`src/inc/ppt_pkg.sv`:
```
// Package with constants and types of the path position command tracker
package ppt_pkg;

  // Position width in user-unit pulses, two's complement
  localparam int POS_W = 32;
  // Path select width and monitor selector width
  localparam int SEL_W = 3;
  localparam int MON_W = 8;

  // Monitor variable codes (decimal 064, 001, 000, 002)
  localparam logic [MON_W-1:0] MON_END_TARGET = 8'h40;
  localparam logic [MON_W-1:0] MON_OUTPUT_POS = 8'h01;
  localparam logic [MON_W-1:0] MON_FEEDBACK_POS = 8'h00;
  localparam logic [MON_W-1:0] MON_FOLLOW_ERR = 8'h02;

  // Reset values
  localparam logic [POS_W-1:0] POS_RESET = 32'h0000_0000;
  localparam logic DONE_RESET = 1'b1;
  localparam logic HOMED_RESET = 1'b0;

  // Command kinds presented with a triggered path
  typedef enum logic [1:0] {
    PPT_CMD_ABS = 2'h0,
    PPT_CMD_INC = 2'h1,
    PPT_CMD_HOME = 2'h2,
    PPT_CMD_SPEED = 2'h3
  } ppt_cmd_t;

  // Tracker states, Gray coded along idle-move-stop-home-speed
  typedef enum logic [2:0] {
    PPT_IDLE = 3'h0,
    PPT_MOVE = 3'h1,
    PPT_STOP = 3'h3,
    PPT_HOME = 3'h2,
    PPT_SPEED = 3'h6
  } ppt_state_t;

endpackage

```
`src/rtl/ppt_pin_sync.sv`:
```
// Three-stage pin synchroniser with agreement filter
`timescale 1ns/100ps
module ppt_pin_sync (
  input wire logic ref_clk_i, // System clock
  input wire logic rst_i, // Synchronous reset, active high
  input wire logic pin_i, // Asynchronous pin level
  output logic level_o // Filtered level
);

  logic s1_r;
  logic s2_r;
  logic s3_r;

  // First stage feeds only the second; hazard of metastability stays here
  always_ff @(posedge ref_clk_i) begin
    if (rst_i) begin
      s1_r <= 1'b0;
      s2_r <= 1'b0;
      s3_r <= 1'b0;
    end else begin
      s1_r <= pin_i;
      s2_r <= s1_r;
      s3_r <= s2_r;
    end
  end

  // Change taken only once second and third stage agree
  always_ff @(posedge ref_clk_i) begin
    if (rst_i) begin
      level_o <= 1'b0;
    end else if (s2_r == s3_r) begin
      level_o <= s3_r;
    end
  end

endmodule

```
`src/rtl/ppt_tracker.sv`:
```
// Path position command tracker: end target, output position, feedback, error
`timescale 1ns/100ps
// Overview of operation
// All positions are held in user-unit pulses.
// End target readable as monitor variable 064.
// Output position readable as monitor variable 001.
// Feedback position readable as monitor variable 000.
// Following error always equals output position minus feedback.
// Absolute command loads end target with data; output position holds.
// Incremental command adds data onto the end target.
// Absolute, incremental or homing command drops command-done until finished.
// During a move end target holds while output position advances.
// Move completion sets output position to end target, raises done.
// Stop keeps end target and done; output decelerates to rest.
// Stop or homing completion keeps rest position and raises done.
// Homing updates end target; completion loads index pulse coordinate.
// Homed indication drops on homing accept, rises on completion.
// Speed command updates both positions continuously, done stays low.
// Entering path mode loads both positions with feedback.
// Commander sets path select, then rising trigger launches command.
// Commander stops a command with an off-to-on stop input.
// Positions are signed 32-bit; increments wrap in two's complement.
module ppt_tracker
  import ppt_pkg::*;
(
  input wire logic ref_clk_i, // System clock, 250 MHz
  input wire logic rst_i, // Synchronous reset, active high
  input wire logic servo_on_i, // Servo enabled, same-clock level
  input wire logic path_mode_i, // Internal path mode selected, same-clock level
  input wire logic [SEL_W-1:0] path_select_i, // Path select pins, asynchronous
  input wire logic path_trigger_input_i, // Trigger pin, asynchronous
  input wire logic stop_input_i, // Stop pin, asynchronous
  input wire logic [1:0] cmd_kind_i, // Kind of the launched path, same clock
  input wire logic [POS_W-1:0] cmd_data_i, // Target data of the launched path
  input wire logic [POS_W-1:0] profile_step_i, // Signed position step this cycle
  input wire logic profile_done_i, // Profile reached end or rest, pulse
  input wire logic home_done_i, // Homing search finished, pulse
  input wire logic [POS_W-1:0] home_index_pos_i, // Coordinate of encoder index
  input wire logic [POS_W-1:0] feedback_position_i, // Encoder counter, same clock
  input wire logic [MON_W-1:0] mon_sel_i, // Monitor variable select
  output logic [SEL_W-1:0] launched_path_o, // Path number taken at trigger
  output logic cmd_accept_o, // One-cycle pulse when a command is taken
  output logic [POS_W-1:0] end_target_o, // End target of current command
  output logic [POS_W-1:0] output_position_o, // Output position command
  output logic [POS_W-1:0] feedback_position_o, // Registered feedback position
  output logic [POS_W-1:0] following_error_o, // Output minus feedback
  output logic [POS_W-1:0] mon_data_o, // Selected monitor variable
  output logic cmd_done_o, // Command-done indication
  output logic homed_o // Homing completed indication
);

  ppt_state_t state_r;
  ppt_state_t state_nxt;
  logic [POS_W-1:0] end_target_r;
  logic [POS_W-1:0] end_target_nxt;
  logic [POS_W-1:0] out_pos_r;
  logic [POS_W-1:0] out_pos_nxt;
  logic [POS_W-1:0] fb_pos_r;
  logic [POS_W-1:0] err_r;
  logic [POS_W-1:0] mon_r;
  logic done_r;
  logic done_nxt;
  logic homed_r;
  logic homed_nxt;
  logic [SEL_W-1:0] path_r;
  logic trig_lvl;
  logic stop_lvl;
  logic trig_prev_r;
  logic stop_prev_r;
  logic active_r;
  logic [SEL_W-1:0] sel_lvl;
  logic trig_edge;
  logic stop_edge;
  logic active_now;
  logic entry;
  logic accept;
  ppt_cmd_t kind;

  // Pin inputs pass the three-stage filter
  ppt_pin_sync u_trig_sync (
    .ref_clk_i(ref_clk_i),
    .rst_i(rst_i),
    .pin_i(path_trigger_input_i),
    .level_o(trig_lvl)
  );

  ppt_pin_sync u_stop_sync (
    .ref_clk_i(ref_clk_i),
    .rst_i(rst_i),
    .pin_i(stop_input_i),
    .level_o(stop_lvl)
  );

  // Select bits settle before the trigger, so per-bit filtering is enough
  genvar gi;
  generate
    for (gi = 0; gi < SEL_W; gi++) begin : g_sel
      ppt_pin_sync u_sel_sync (
        .ref_clk_i(ref_clk_i),
        .rst_i(rst_i),
        .pin_i(path_select_i[gi]),
        .level_o(sel_lvl[gi])
      );
    end
  endgenerate

  // Edge detection on filtered pin levels and on the servo-and-path-mode enable
  always_ff @(posedge ref_clk_i) begin
    if (rst_i) begin
      trig_prev_r <= 1'b0;
      stop_prev_r <= 1'b0;
      active_r <= 1'b0;
    end else begin
      trig_prev_r <= trig_lvl;
      stop_prev_r <= stop_lvl;
      active_r <= active_now;
    end
  end

  assign active_now = servo_on_i & path_mode_i;
  assign entry = active_now & ~active_r;
  assign trig_edge = trig_lvl & ~trig_prev_r;
  assign stop_edge = stop_lvl & ~stop_prev_r;
  // Entry load wins over a trigger in the same cycle
  assign accept = trig_edge & active_r & active_now;
  assign kind = ppt_cmd_t'(cmd_kind_i);
  assign cmd_accept_o = accept;

  // Next-state and position arithmetic; sums wrap in 32 bits
  always_comb begin
    state_nxt = state_r;
    end_target_nxt = end_target_r;
    out_pos_nxt = out_pos_r;
    done_nxt = done_r;
    homed_nxt = homed_r;
    if (entry) begin
      end_target_nxt = feedback_position_i;
      out_pos_nxt = feedback_position_i;
      state_nxt = PPT_IDLE;
    end else if (!active_now) begin
      state_nxt = PPT_IDLE;
    end else if (accept) begin
      case (kind)
        PPT_CMD_ABS: begin
          end_target_nxt = cmd_data_i;
          done_nxt = 1'b0;
          state_nxt = PPT_MOVE;
        end
        PPT_CMD_INC: begin
          end_target_nxt = end_target_r + cmd_data_i;
          done_nxt = 1'b0;
          state_nxt = PPT_MOVE;
        end
        PPT_CMD_HOME: begin
          done_nxt = 1'b0;
          homed_nxt = 1'b0;
          state_nxt = PPT_HOME;
        end
        default: begin
          done_nxt = 1'b0;
          state_nxt = PPT_SPEED;
        end
      endcase
    end else if (stop_edge && state_r != PPT_IDLE && state_r != PPT_STOP) begin
      // Stop keeps target and done; the deceleration step starts now
      out_pos_nxt = out_pos_r + profile_step_i;
      state_nxt = PPT_STOP;
    end else begin
      case (state_r)
        PPT_MOVE: begin
          if (profile_done_i) begin
            out_pos_nxt = end_target_r;
            done_nxt = 1'b1;
            state_nxt = PPT_IDLE;
          end else begin
            out_pos_nxt = out_pos_r + profile_step_i;
          end
        end
        PPT_STOP: begin
          if (profile_done_i) begin
            done_nxt = 1'b1;
            state_nxt = PPT_IDLE;
          end else begin
            out_pos_nxt = out_pos_r + profile_step_i;
          end
        end
        PPT_HOME: begin
          if (home_done_i) begin
            end_target_nxt = home_index_pos_i;
            done_nxt = 1'b1;
            homed_nxt = 1'b1;
            state_nxt = PPT_IDLE;
          end else begin
            end_target_nxt = end_target_r + profile_step_i;
            out_pos_nxt = out_pos_r + profile_step_i;
          end
        end
        PPT_SPEED: begin
          // Reaching set speed does not end the command
          end_target_nxt = end_target_r + profile_step_i;
          out_pos_nxt = out_pos_r + profile_step_i;
        end
        default: begin
        end
      endcase
    end
  end

  // State and indications
  always_ff @(posedge ref_clk_i) begin
    if (rst_i) begin
      state_r <= PPT_IDLE;
      done_r <= DONE_RESET;
      homed_r <= HOMED_RESET;
      path_r <= 3'h0;
    end else begin
      state_r <= state_nxt;
      done_r <= done_nxt;
      homed_r <= homed_nxt;
      if (trig_edge) begin
        path_r <= sel_lvl;
      end
    end
  end

  // Position registers in user-unit pulses
  always_ff @(posedge ref_clk_i) begin
    if (rst_i) begin
      end_target_r <= POS_RESET;
      out_pos_r <= POS_RESET;
      fb_pos_r <= POS_RESET;
      err_r <= POS_RESET;
    end else begin
      end_target_r <= end_target_nxt;
      out_pos_r <= out_pos_nxt;
      fb_pos_r <= feedback_position_i;
      // Built from next values so error matches the registers in every cycle
      err_r <= out_pos_nxt - feedback_position_i;
    end
  end

  // Monitor variable readout, one cycle of latency
  always_ff @(posedge ref_clk_i) begin
    if (rst_i) begin
      mon_r <= POS_RESET;
    end else if (mon_sel_i == MON_END_TARGET) begin
      mon_r <= end_target_r;
    end else if (mon_sel_i == MON_OUTPUT_POS) begin
      mon_r <= out_pos_r;
    end else if (mon_sel_i == MON_FEEDBACK_POS) begin
      mon_r <= fb_pos_r;
    end else if (mon_sel_i == MON_FOLLOW_ERR) begin
      mon_r <= err_r;
    end else begin
      mon_r <= POS_RESET;
    end
  end

  assign end_target_o = end_target_r;
  assign output_position_o = out_pos_r;
  assign feedback_position_o = fb_pos_r;
  assign following_error_o = err_r;
  assign mon_data_o = mon_r;
  assign cmd_done_o = done_r;
  assign homed_o = homed_r;
  assign launched_path_o = path_r;
endmodule

```
`config.mk`:
```
export PLATFORM = sky130hd
export DESIGN_NAME = ppt_tracker
export DESIGN_NICKNAME = d
export VERILOG_FILES = /design/src/inc/ppt_pkg.sv /design/src/rtl/ppt_pin_sync.sv /design/src/rtl/ppt_tracker.sv
export SDC_FILE = /design/constraint.sdc
export NUM_CORES = 1
export LEC_CHECK = 0
export BUFFER_PORTS_ARGS = -buffer_cell sky130_fd_sc_hd__buf_4
export CORE_ASPECT_RATIO = 1.1
export CORE_MARGIN = 2
export CORE_UTILIZATION = 49
export CTS_CLUSTER_SIZE = 14
export DETAILED_ROUTE_END_ITERATION = 8
export GPL_ROUTABILITY_DRIVEN = 0
export GPL_TIMING_DRIVEN = 0
export PLACE_DENSITY = 0.72
export SETUP_SLACK_MARGIN = 0.1
export SLEW_MARGIN = 20
export SYNTH_ARGS = -nofsm -noshare
export SYNTH_HDL_FRONTEND = slang
export SYNTH_SLANG_ARGS = --single-unit
```
`constraint.sdc`:
```
create_clock -name ref_clk_i -period 4.9 [get_ports ref_clk_i]
set_input_delay 0.245 -clock ref_clk_i [delete_from_list [all_inputs] [get_ports ref_clk_i]]
set_output_delay 0.245 -clock ref_clk_i [all_outputs]
set_load 0.005 [all_outputs]
```
Yosys cells after proc, flatten, opt, wreduce, memory -nomap -nowiden:

Index checks and enable logic that the tools add are counted.
W data, S select, Z words.

* output and inout port bits: 166
* register bits after elaboration: 191
* logic and storage cells: 122

* reductions and logical operators: 18
* multiplexer cells: 34
* bitwise operators: 11
* add/sub/neg operators: 4
* equality and inequality tests: 23

Operator list (number)
* $mux W32: 16
* $pmux W32 S2: 2
* $pmux W32 S4: 1
* $add A32 B32 Y32: 3
* $sub A32 B32 Y32: 1
* $mux W3: 4
* $pmux W3 S2: 2
* $reduce_and A6 Y1: 2
* $eq A8 B1 Y1 const B: 1
* $eq A8 B2 Y1 const B: 1
* $eq A8 B7 Y1 const B: 1
* $logic_not A8 Y1: 1
* $mux W1: 8
* $ne A4 B1 Y1 const B: 2
* $reduce_bool A4 Y1: 2
* $and A1 B1 Y1: 6
* $eq A3 B2 Y1 const B: 2
* $ne A3 B3 Y1 const B: 2
* $reduce_bool A2 Y1: 3
* $reduce_bool A3 Y1: 2
* $eq A1 B1 Y1: 5
* $not A1 Y1: 5
* $ne A4 B4 Y1 const B: 1
* $reduce_and A4 Y1: 1
* 14 further kinds: 16

Logic depth before layout (Yosys ltp):

* word-level depth: 9
* depth in mapped cells: 25
* gate-level depth less buffers: 24

Cells and area by module:

From an unflattened synthesis, not the netlist that was laid out.

* cells, all modules: 1967
* area total of the unflattened synthesis: 14998.1 um^2

By module, submodules not included
* ppt_tracker: instances 1, cells each 1917, sequential area each 3423.3 um^2, area each 14435.1 um^2
* ppt_pin_sync: instances 5, cells each 10, sequential area each 80.1 um^2, area each 112.6 um^2

Worst setup path after synthesis:

Ideal clock, no wire load.

* path type: register -> register
* from: reg out_pos_r[0] (netlist: output_position_o[0])
* to: reg err_r[27] (netlist: following_error_o[27])
* arrival: 4351 ps
* path slack: 429 ps
* data required time: 4780 ps
* clock period less this slack: 4471 ps
* cell stages (with the launch flop): 23
* cells stage by stage: dfxtp_1 -> ha_1 -> inv_1 -> fa_1 -> nor2b_1 -> o21a_1 -> o21ai_1 -> a211oi_2 -> nor2_1 -> xnor2_1 -> o32ai_1 -> a31o_2 -> a21oi_1 -> ha_1 -> a22o_1 -> o41ai_1 -> a211o_1 -> a21oi_1 -> o31a_1 -> o21a_1 -> o21a_1 -> mux2i_1 -> nand2_1

* word-level cells in the longest chain between the ends: 8
* elaborated cells between the ends (all ways): 10
* classes of those cells: add/sub (2); mux (8)

Ends and longest elaborated chain
* start, declared: line ppt_tracker.sv:56 `logic [POS_W-1:0] out_pos_r;`
* start signal, assigned: line ppt_tracker.sv:235 `out_pos_r <= out_pos_nxt;`
* $add A32 B32 Y32 (*)
* $mux W32 (on tied branches): line ppt_tracker.sv:188, ppt_tracker.sv:171, ppt_tracker.sv:180
* $pmux W32 S4: line ppt_tracker.sv:169 `case (state_r)`
* $mux W32 (*): line ppt_tracker.sv:164 `end else if (stop_edge && state_r != PPT_IDLE && state_r != PPT_STOP) begin`
* $mux W32 (*): line ppt_tracker.sv:142 `end else if (accept) begin`
* $mux W32 (*): line ppt_tracker.sv:140 `end else if (!active_now) begin`
* $mux W32 (*): line ppt_tracker.sv:136 `if (entry) begin`
* net out_pos_nxt[8]: line ppt_tracker.sv:57 `logic [POS_W-1:0] out_pos_nxt;`
* $sub A32 B32 Y32 (*): line ppt_tracker.sv:238 `err_r <= out_pos_nxt - feedback_position_i;`
* end signal, assigned: line ppt_tracker.sv:238
* end, declared: line ppt_tracker.sv:59 `logic [POS_W-1:0] err_r;`

The timed path passes the listed nets; every way through them passes the cells marked *.
A chain may end at the register's enable or synchronous reset.

Worst setup path after layout:

* from: reg state_r[0]
* to: reg err_r[30] (netlist: following_error_o[30])

* word-level cells in the longest chain between the ends: 8
* elaborated cells between the ends (all ways): 14
* classes of those cells: add/sub (1); eq/ne (5); mux (5); reduce/logical (3)

Ends and longest elaborated chain
* start, declared: line ppt_tracker.sv:52 `ppt_state_t state_r;`
* start signal, assigned: line ppt_tracker.sv:217 `state_r <= state_nxt;`
* branches (longest 3 deep; another with $pmux W32 S4)
* $mux W32 (*): line ppt_tracker.sv:164
* $mux W32 (*): line ppt_tracker.sv:142
* $mux W32 (*): line ppt_tracker.sv:140
* $mux W32 (*): line ppt_tracker.sv:136
* $sub A32 B32 Y32 (*): line ppt_tracker.sv:238

Every way passes the cells marked *.

==> impl_metrics.xml <==
<?xml version="1.0" encoding="UTF-8"?>
<metrics>
  <group name="clocking">
    <metric name="clkSlewWorstSetupHoldPaths" unit="ps">90</metric>
    <metric name="htree_num_levels" unit="">4</metric>
    <metric name="cts_inserted_buffers" unit="">17</metric>
    <metric name="clk_latency" unit="ps">460</metric>
    <metric name="ctsRootBufferMaster" unit="">sky130_fd_sc_hd__clkbuf_16</metric>
    <metric name="clk_path_buf_depth" unit="">2</metric>
    <metric name="tritoncts" unit="">done</metric>
    <metric name="cts.sinks" unit="">191</metric>
  </group>
  <group name="route">
    <metric name="avgRoutedWirePerCell" unit="um">25.6</metric>
    <metric name="drt-total-wl" unit="um">74500</metric>
    <metric name="drt_pass1_iterations" unit="">9</metric>
    <metric name="ant_nets" unit="">0</metric>
    <metric name="routed-via-count" unit="">19900</metric>
    <metric name="viasPerCell" unit="">6.85</metric>
    <metric name="dr.first_iter.drc_count" unit="">2890</metric>
    <metric name="drcViolationCount" unit="">12</metric>
  </group>
  <group name="finish">
    <metric name="synthToLayoutAreaGrowth" unit="%">27.1</metric>
    <metric name="layout.area.seq" unit="mm^2">0.00384</metric>
    <metric name="final-instance-count-excl-fill" unit="">2905</metric>
    <metric name="multi_input_comb_area" unit="mm^2">0.0118</metric>
    <metric name="insertedDiodeCount" unit="">0</metric>
    <metric name="drive_gt1_share" unit="%">20.6</metric>
    <metric name="layout.filler_cells" unit="">2800</metric>
    <metric name="post-route-cell-area" unit="mm^2">0.0201</metric>
    <metric name="final_net_count" unit="">2743</metric>
  </group>
  <group name="placement">
    <metric name="place_inst" unit="">2847</metric>
    <metric name="place.detailed.hpwl" unit="um">55800</metric>
    <metric name="port_buffers" unit="">314</metric>
    <metric name="postPlaceCellArea" unit="mm^2">0.0187</metric>
  </group>
  <group name="yosys">
    <metric name="number_of_distinct_library_cells_after_synthesis" unit="">86</metric>
    <metric name="synthArstFlopShare" unit="%">0</metric>
    <metric name="synthesis.yosys.warnings" unit="">0</metric>
    <metric name="ys_seq_area_share" unit="%">24.1</metric>
    <metric name="synth_enable_flop_cells" unit="">0</metric>
    <metric name="synth_flop_cell" unit="">sky130_fd_sc_hd__dfxtp_1</metric>
    <metric name="postSynthCellCount" unit="">2107</metric>
    <metric name="ys_seq_elements" unit="">191</metric>
    <metric name="post_synth.cell_area_avg" unit="um^2">7.51</metric>
    <metric name="syn_area" unit="mm^2">0.0158</metric>
    <metric name="syn-num-nets" unit="">2384</metric>
  </group>
  <group name="outcome">
    <metric name="failed_checks" unit="">design-rule violations</metric>
    <metric name="run_status" unit="">finished with violations</metric>
  </group>
  <group name="die">
    <metric name="core" unit="mm^2">0.0320</metric>
    <metric name="rows" unit="">69</metric>
    <metric name="boundaryPins" unit="">315</metric>
    <metric name="floorplan.die.height" unit="um">193</metric>
    <metric name="floorplan.initialDensity" unit="%">49.4</metric>
    <metric name="floorplan.die.width" unit="um">175</metric>
    <metric name="fp.dieArea" unit="mm^2">0.0338</metric>
  </group>
  <group name="critical_path">
    <metric name="end_kind" unit="">register</metric>
    <metric name="worst-path-max-fanout" unit="">10</metric>
    <metric name="worst_r2r_endpoint" unit="">following_error_o[30]</metric>
    <metric name="critical_path.reg2reg.startpoint" unit="">state_r[0]</metric>
    <metric name="crit_arrival" unit="ps">5180</metric>
    <metric name="path_class" unit="">reg2reg</metric>
    <metric name="crit_path_end" unit="">following_error_o[30]</metric>
    <metric name="worst_setup_path_start_kind" unit="">register</metric>
    <metric name="ff2ff_setup_slack" unit="ps">40</metric>
    <metric name="cp_data_required_time" unit="ps">5220</metric>
    <metric name="reg2regPathDepth" unit="">25</metric>
    <metric name="timing.critical_path.from" unit="">state_r[0]</metric>
  </group>
  <group name="global_route">
    <metric name="grt_util_all_layers" unit="%">41.5</metric>
    <metric name="globalRouteOverflowTotal" unit="">0</metric>
    <metric name="first_global_vias" unit="">18200</metric>
    <metric name="first_pass_grt_wire_length" unit="um">106000</metric>
    <metric name="grt_antenna_before_repair" unit="">1</metric>
    <metric name="grt_max_degree" unit="">23</metric>
  </group>
  <group name="timing">
    <metric name="skew" unit="ps">23.6</metric>
    <metric name="final_hold_viol_count" unit="">0</metric>
    <metric name="fin_crit" unit="ps">4860</metric>
    <metric name="report.final.slew_viol_count" unit="">0</metric>
    <metric name="transition_at_the_pin_with_the_smallest_max_transition_slack" unit="ps">1220</metric>
    <metric name="final_count_of_negative_setup_slack_endpoints" unit="">0</metric>
    <metric name="max_clock_freq" unit="GHz">0.206</metric>
    <metric name="min_period_over_period" unit="%">99.1</metric>
    <metric name="slew_headroom" unit="%">18.3</metric>
    <metric name="rsz0062_at_grt" unit="">true</metric>
  </group>
  <group name="power_and_ir_drop">
    <metric name="peakVddDrop" unit="mV">0.228</metric>
    <metric name="powerDensity" unit="mW/mm^2">260</metric>
    <metric name="power.static_leakage" unit="nW">8.61</metric>
  </group>
  <group name="flow_run">
    <metric name="max_cap_violations" unit="">0</metric>
  </group>
  <group name="worst_hold_path">
    <metric name="hold_path.class" unit="">in2reg</metric>
  </group>
</metrics>
[cell families (layout without fill, tap and decap cells)]
family	count (synthesis)	in the layout	share of synthesized area, %
DFF	191	191	24.1
buffers and inverters	182	554	4.48
adders and majority gates	128	128	10.3
muxes	28	28	1.79
xor gates and xnor gates	85	85	4.70
and+or+nand+nor	643	643	19.1
AOI/OAI and AO/OA	850	850	35.5
[routing by layer]
layer  wire length, um  track usage, %  share of wire [%]  vias up
li1                  -               -                  -     8651
met1             26800            50.7                 36     9144
met2             31400            62.7                 42     1636
met3              9360            10.2                 13      477
met4              6950            32.1                9.3        0
met5                 0               0                  0        -
[area by class of cell]
type                            count  share of cell area (%)
Buffer                            117                    2.58
Tap cell                          426                    2.65
Inverter                           63                    1.18
Sequential cell                   191                    19.1
Clock buffer                       17                    2.11
Timing Repair Buffer              342                    12.8
Multi-Input combinational cell   1734                    58.6
Clock inverter                     15                    1.03
[worst min path at each step]
stage                     cells past startpoint                startpoint  slack, ps                  endpoint
after CTS                                     2      path_trigger_input_i        0.5          u_trig_sync.s1_r
after detailed placement                      1  g_sel[1].u_sel_sync.s1_r        430  g_sel[1].u_sel_sync.s2_r
after global placement                        1          u_stop_sync.s1_r        420          u_stop_sync.s2_r
after floorplan                               1             cmd_kind_i[1]        360                   homed_o
after global routing                          2              stop_input_i         20          u_stop_sync.s1_r
final                                         2          path_select_i[1]          9  g_sel[1].u_sel_sync.s1_r
[worst max-delay path: stages, from the launching register on]
cell and delay [ps]:
sky130_fd_sc_hd__dfxtp_1 300, sky130_fd_sc_hd__buf_2 160, sky130_fd_sc_hd__nor2b_2 170, sky130_fd_sc_hd__buf_4 180
sky130_fd_sc_hd__and2_1 150, sky130_fd_sc_hd__buf_6 160, sky130_fd_sc_hd__o22ai_2 120, sky130_fd_sc_hd__buf_6 170
sky130_fd_sc_hd__a22oi_1 160, sky130_fd_sc_hd__o221ai_1 170, sky130_fd_sc_hd__o21ai_1 140, sky130_fd_sc_hd__nand2_1 90
sky130_fd_sc_hd__o221ai_2 130, sky130_fd_sc_hd__ha_2 280, sky130_fd_sc_hd__inv_1 70, sky130_fd_sc_hd__fa_1 430
sky130_fd_sc_hd__a21o_1 170, sky130_fd_sc_hd__a21o_1 210, sky130_fd_sc_hd__a211oi_4 330, sky130_fd_sc_hd__o2111a_1 270
sky130_fd_sc_hd__a21oi_4 70, sky130_fd_sc_hd__a41oi_2 250, sky130_fd_sc_hd__inv_1 100, sky130_fd_sc_hd__a21oi_2 180
sky130_fd_sc_hd__o21a_1 140, sky130_fd_sc_hd__o211ai_1 90
[cells in the final DEF (no fill, tap or decap), drive strengths merged, types with 37 or more instances in the layout]
cell    count
o211ai     37
a21o       57
nand2     170
a211oi     47
inv        69
ha        124
xor2       39
nand3      50
nor2      193
clkbuf    106
nor3       59
a22oi      93
o22ai      42
o21ai     142
xnor2      46
a21oi     240
dfxtp     191
buf       367
nor2b      42
[registers in the layout, summed over array words and instances, names as in the netlist, 3 cells and up]
name / cells
output_position_o: 32
following_error_o: 32
g_sel.u_sel_sync.s1_r: 3
g_sel.u_sel_sync.level_o: 3
end_target_o: 32
state_r: 3
mon_data_o: 32
launched_path_o: 3
g_sel.u_sel_sync.s2_r: 3
g_sel.u_sel_sync.s3_r: 3
feedback_position_o: 32
[timing repair]
item / in CTS / in global routing
buffers inserted: 13 / 13
endpoints found under the hold margin: 1 / 2
gates resized for setup: 50 / 111
pin swaps: 20 / 44
hold buffers: 1 / 2
endpoints found under the setup margin: 19 / 17
[through the flow]
step | setup TNS, ps | setup WS (ps) | utilization (%) | hold WS (ps) | power, mW
2_1_floorplan | 0 | 429 | - | 357 | 2.84
3_3_place_gp | -7090 | -783 | 58.5 | 424 | 3.48
3_5_place_dp | -8670 | -866 | 58.5 | 427 | 3.51
4_1_cts | 0 | 94.2 | 61.3 | 0.480 | 5.04
5_1_grt | -497 | -133 | 62.8 | 23.0 | 5.40
6_report | 0 | 44.6 | 62.8 | 8.82 | 5.23
[cell usage after synthesis (all sizes together), types with 11 or more instances]
library cell / instances / area share (%)
dfxtp: 191 / 24
xnor2: 46 / 2.5
and3: 14 / 0.55
mux2i: 26 / 1.6
nor3b: 12 / 0.57
nor2b: 42 / 1.7
a22oi: 93 / 4.5
a21oi: 240 / 7.6
nor3: 59 / 1.9
a211oi: 47 / 2.3
nand2b: 16 / 0.63
a2111oi: 12 / 0.75
o21a: 31 / 1.5
nand2: 170 / 4.0
or3: 20 / 0.79
inv: 62 / 1.5
nor2: 193 / 4.6
nand3: 50 / 1.6
a31oi: 17 / 0.67
o211ai: 37 / 1.8
nor4: 12 / 0.47
clkbuf: 93 / 2.2
a21o: 57 / 2.7
o22ai: 42 / 1.7
a221oi: 11 / 0.61
o221ai: 13 / 0.72
o21bai: 13 / 0.62
ha: 124 / 9.8
buf: 26 / 0.78
and2: 29 / 1.1
xor2: 39 / 2.2
o21ai: 142 / 4.5
[power by group]
| part | internal (mW) | total [mW] | switching (mW) |
|---|---|---|---|
| clock network | 0.710 | 1.53 | 0.816 |
| logic | 0.796 | 1.86 | 1.06 |
| registers | 1.66 | 1.84 | 0.181 |
No activity file was read; power rests on OpenSTA's default activity.
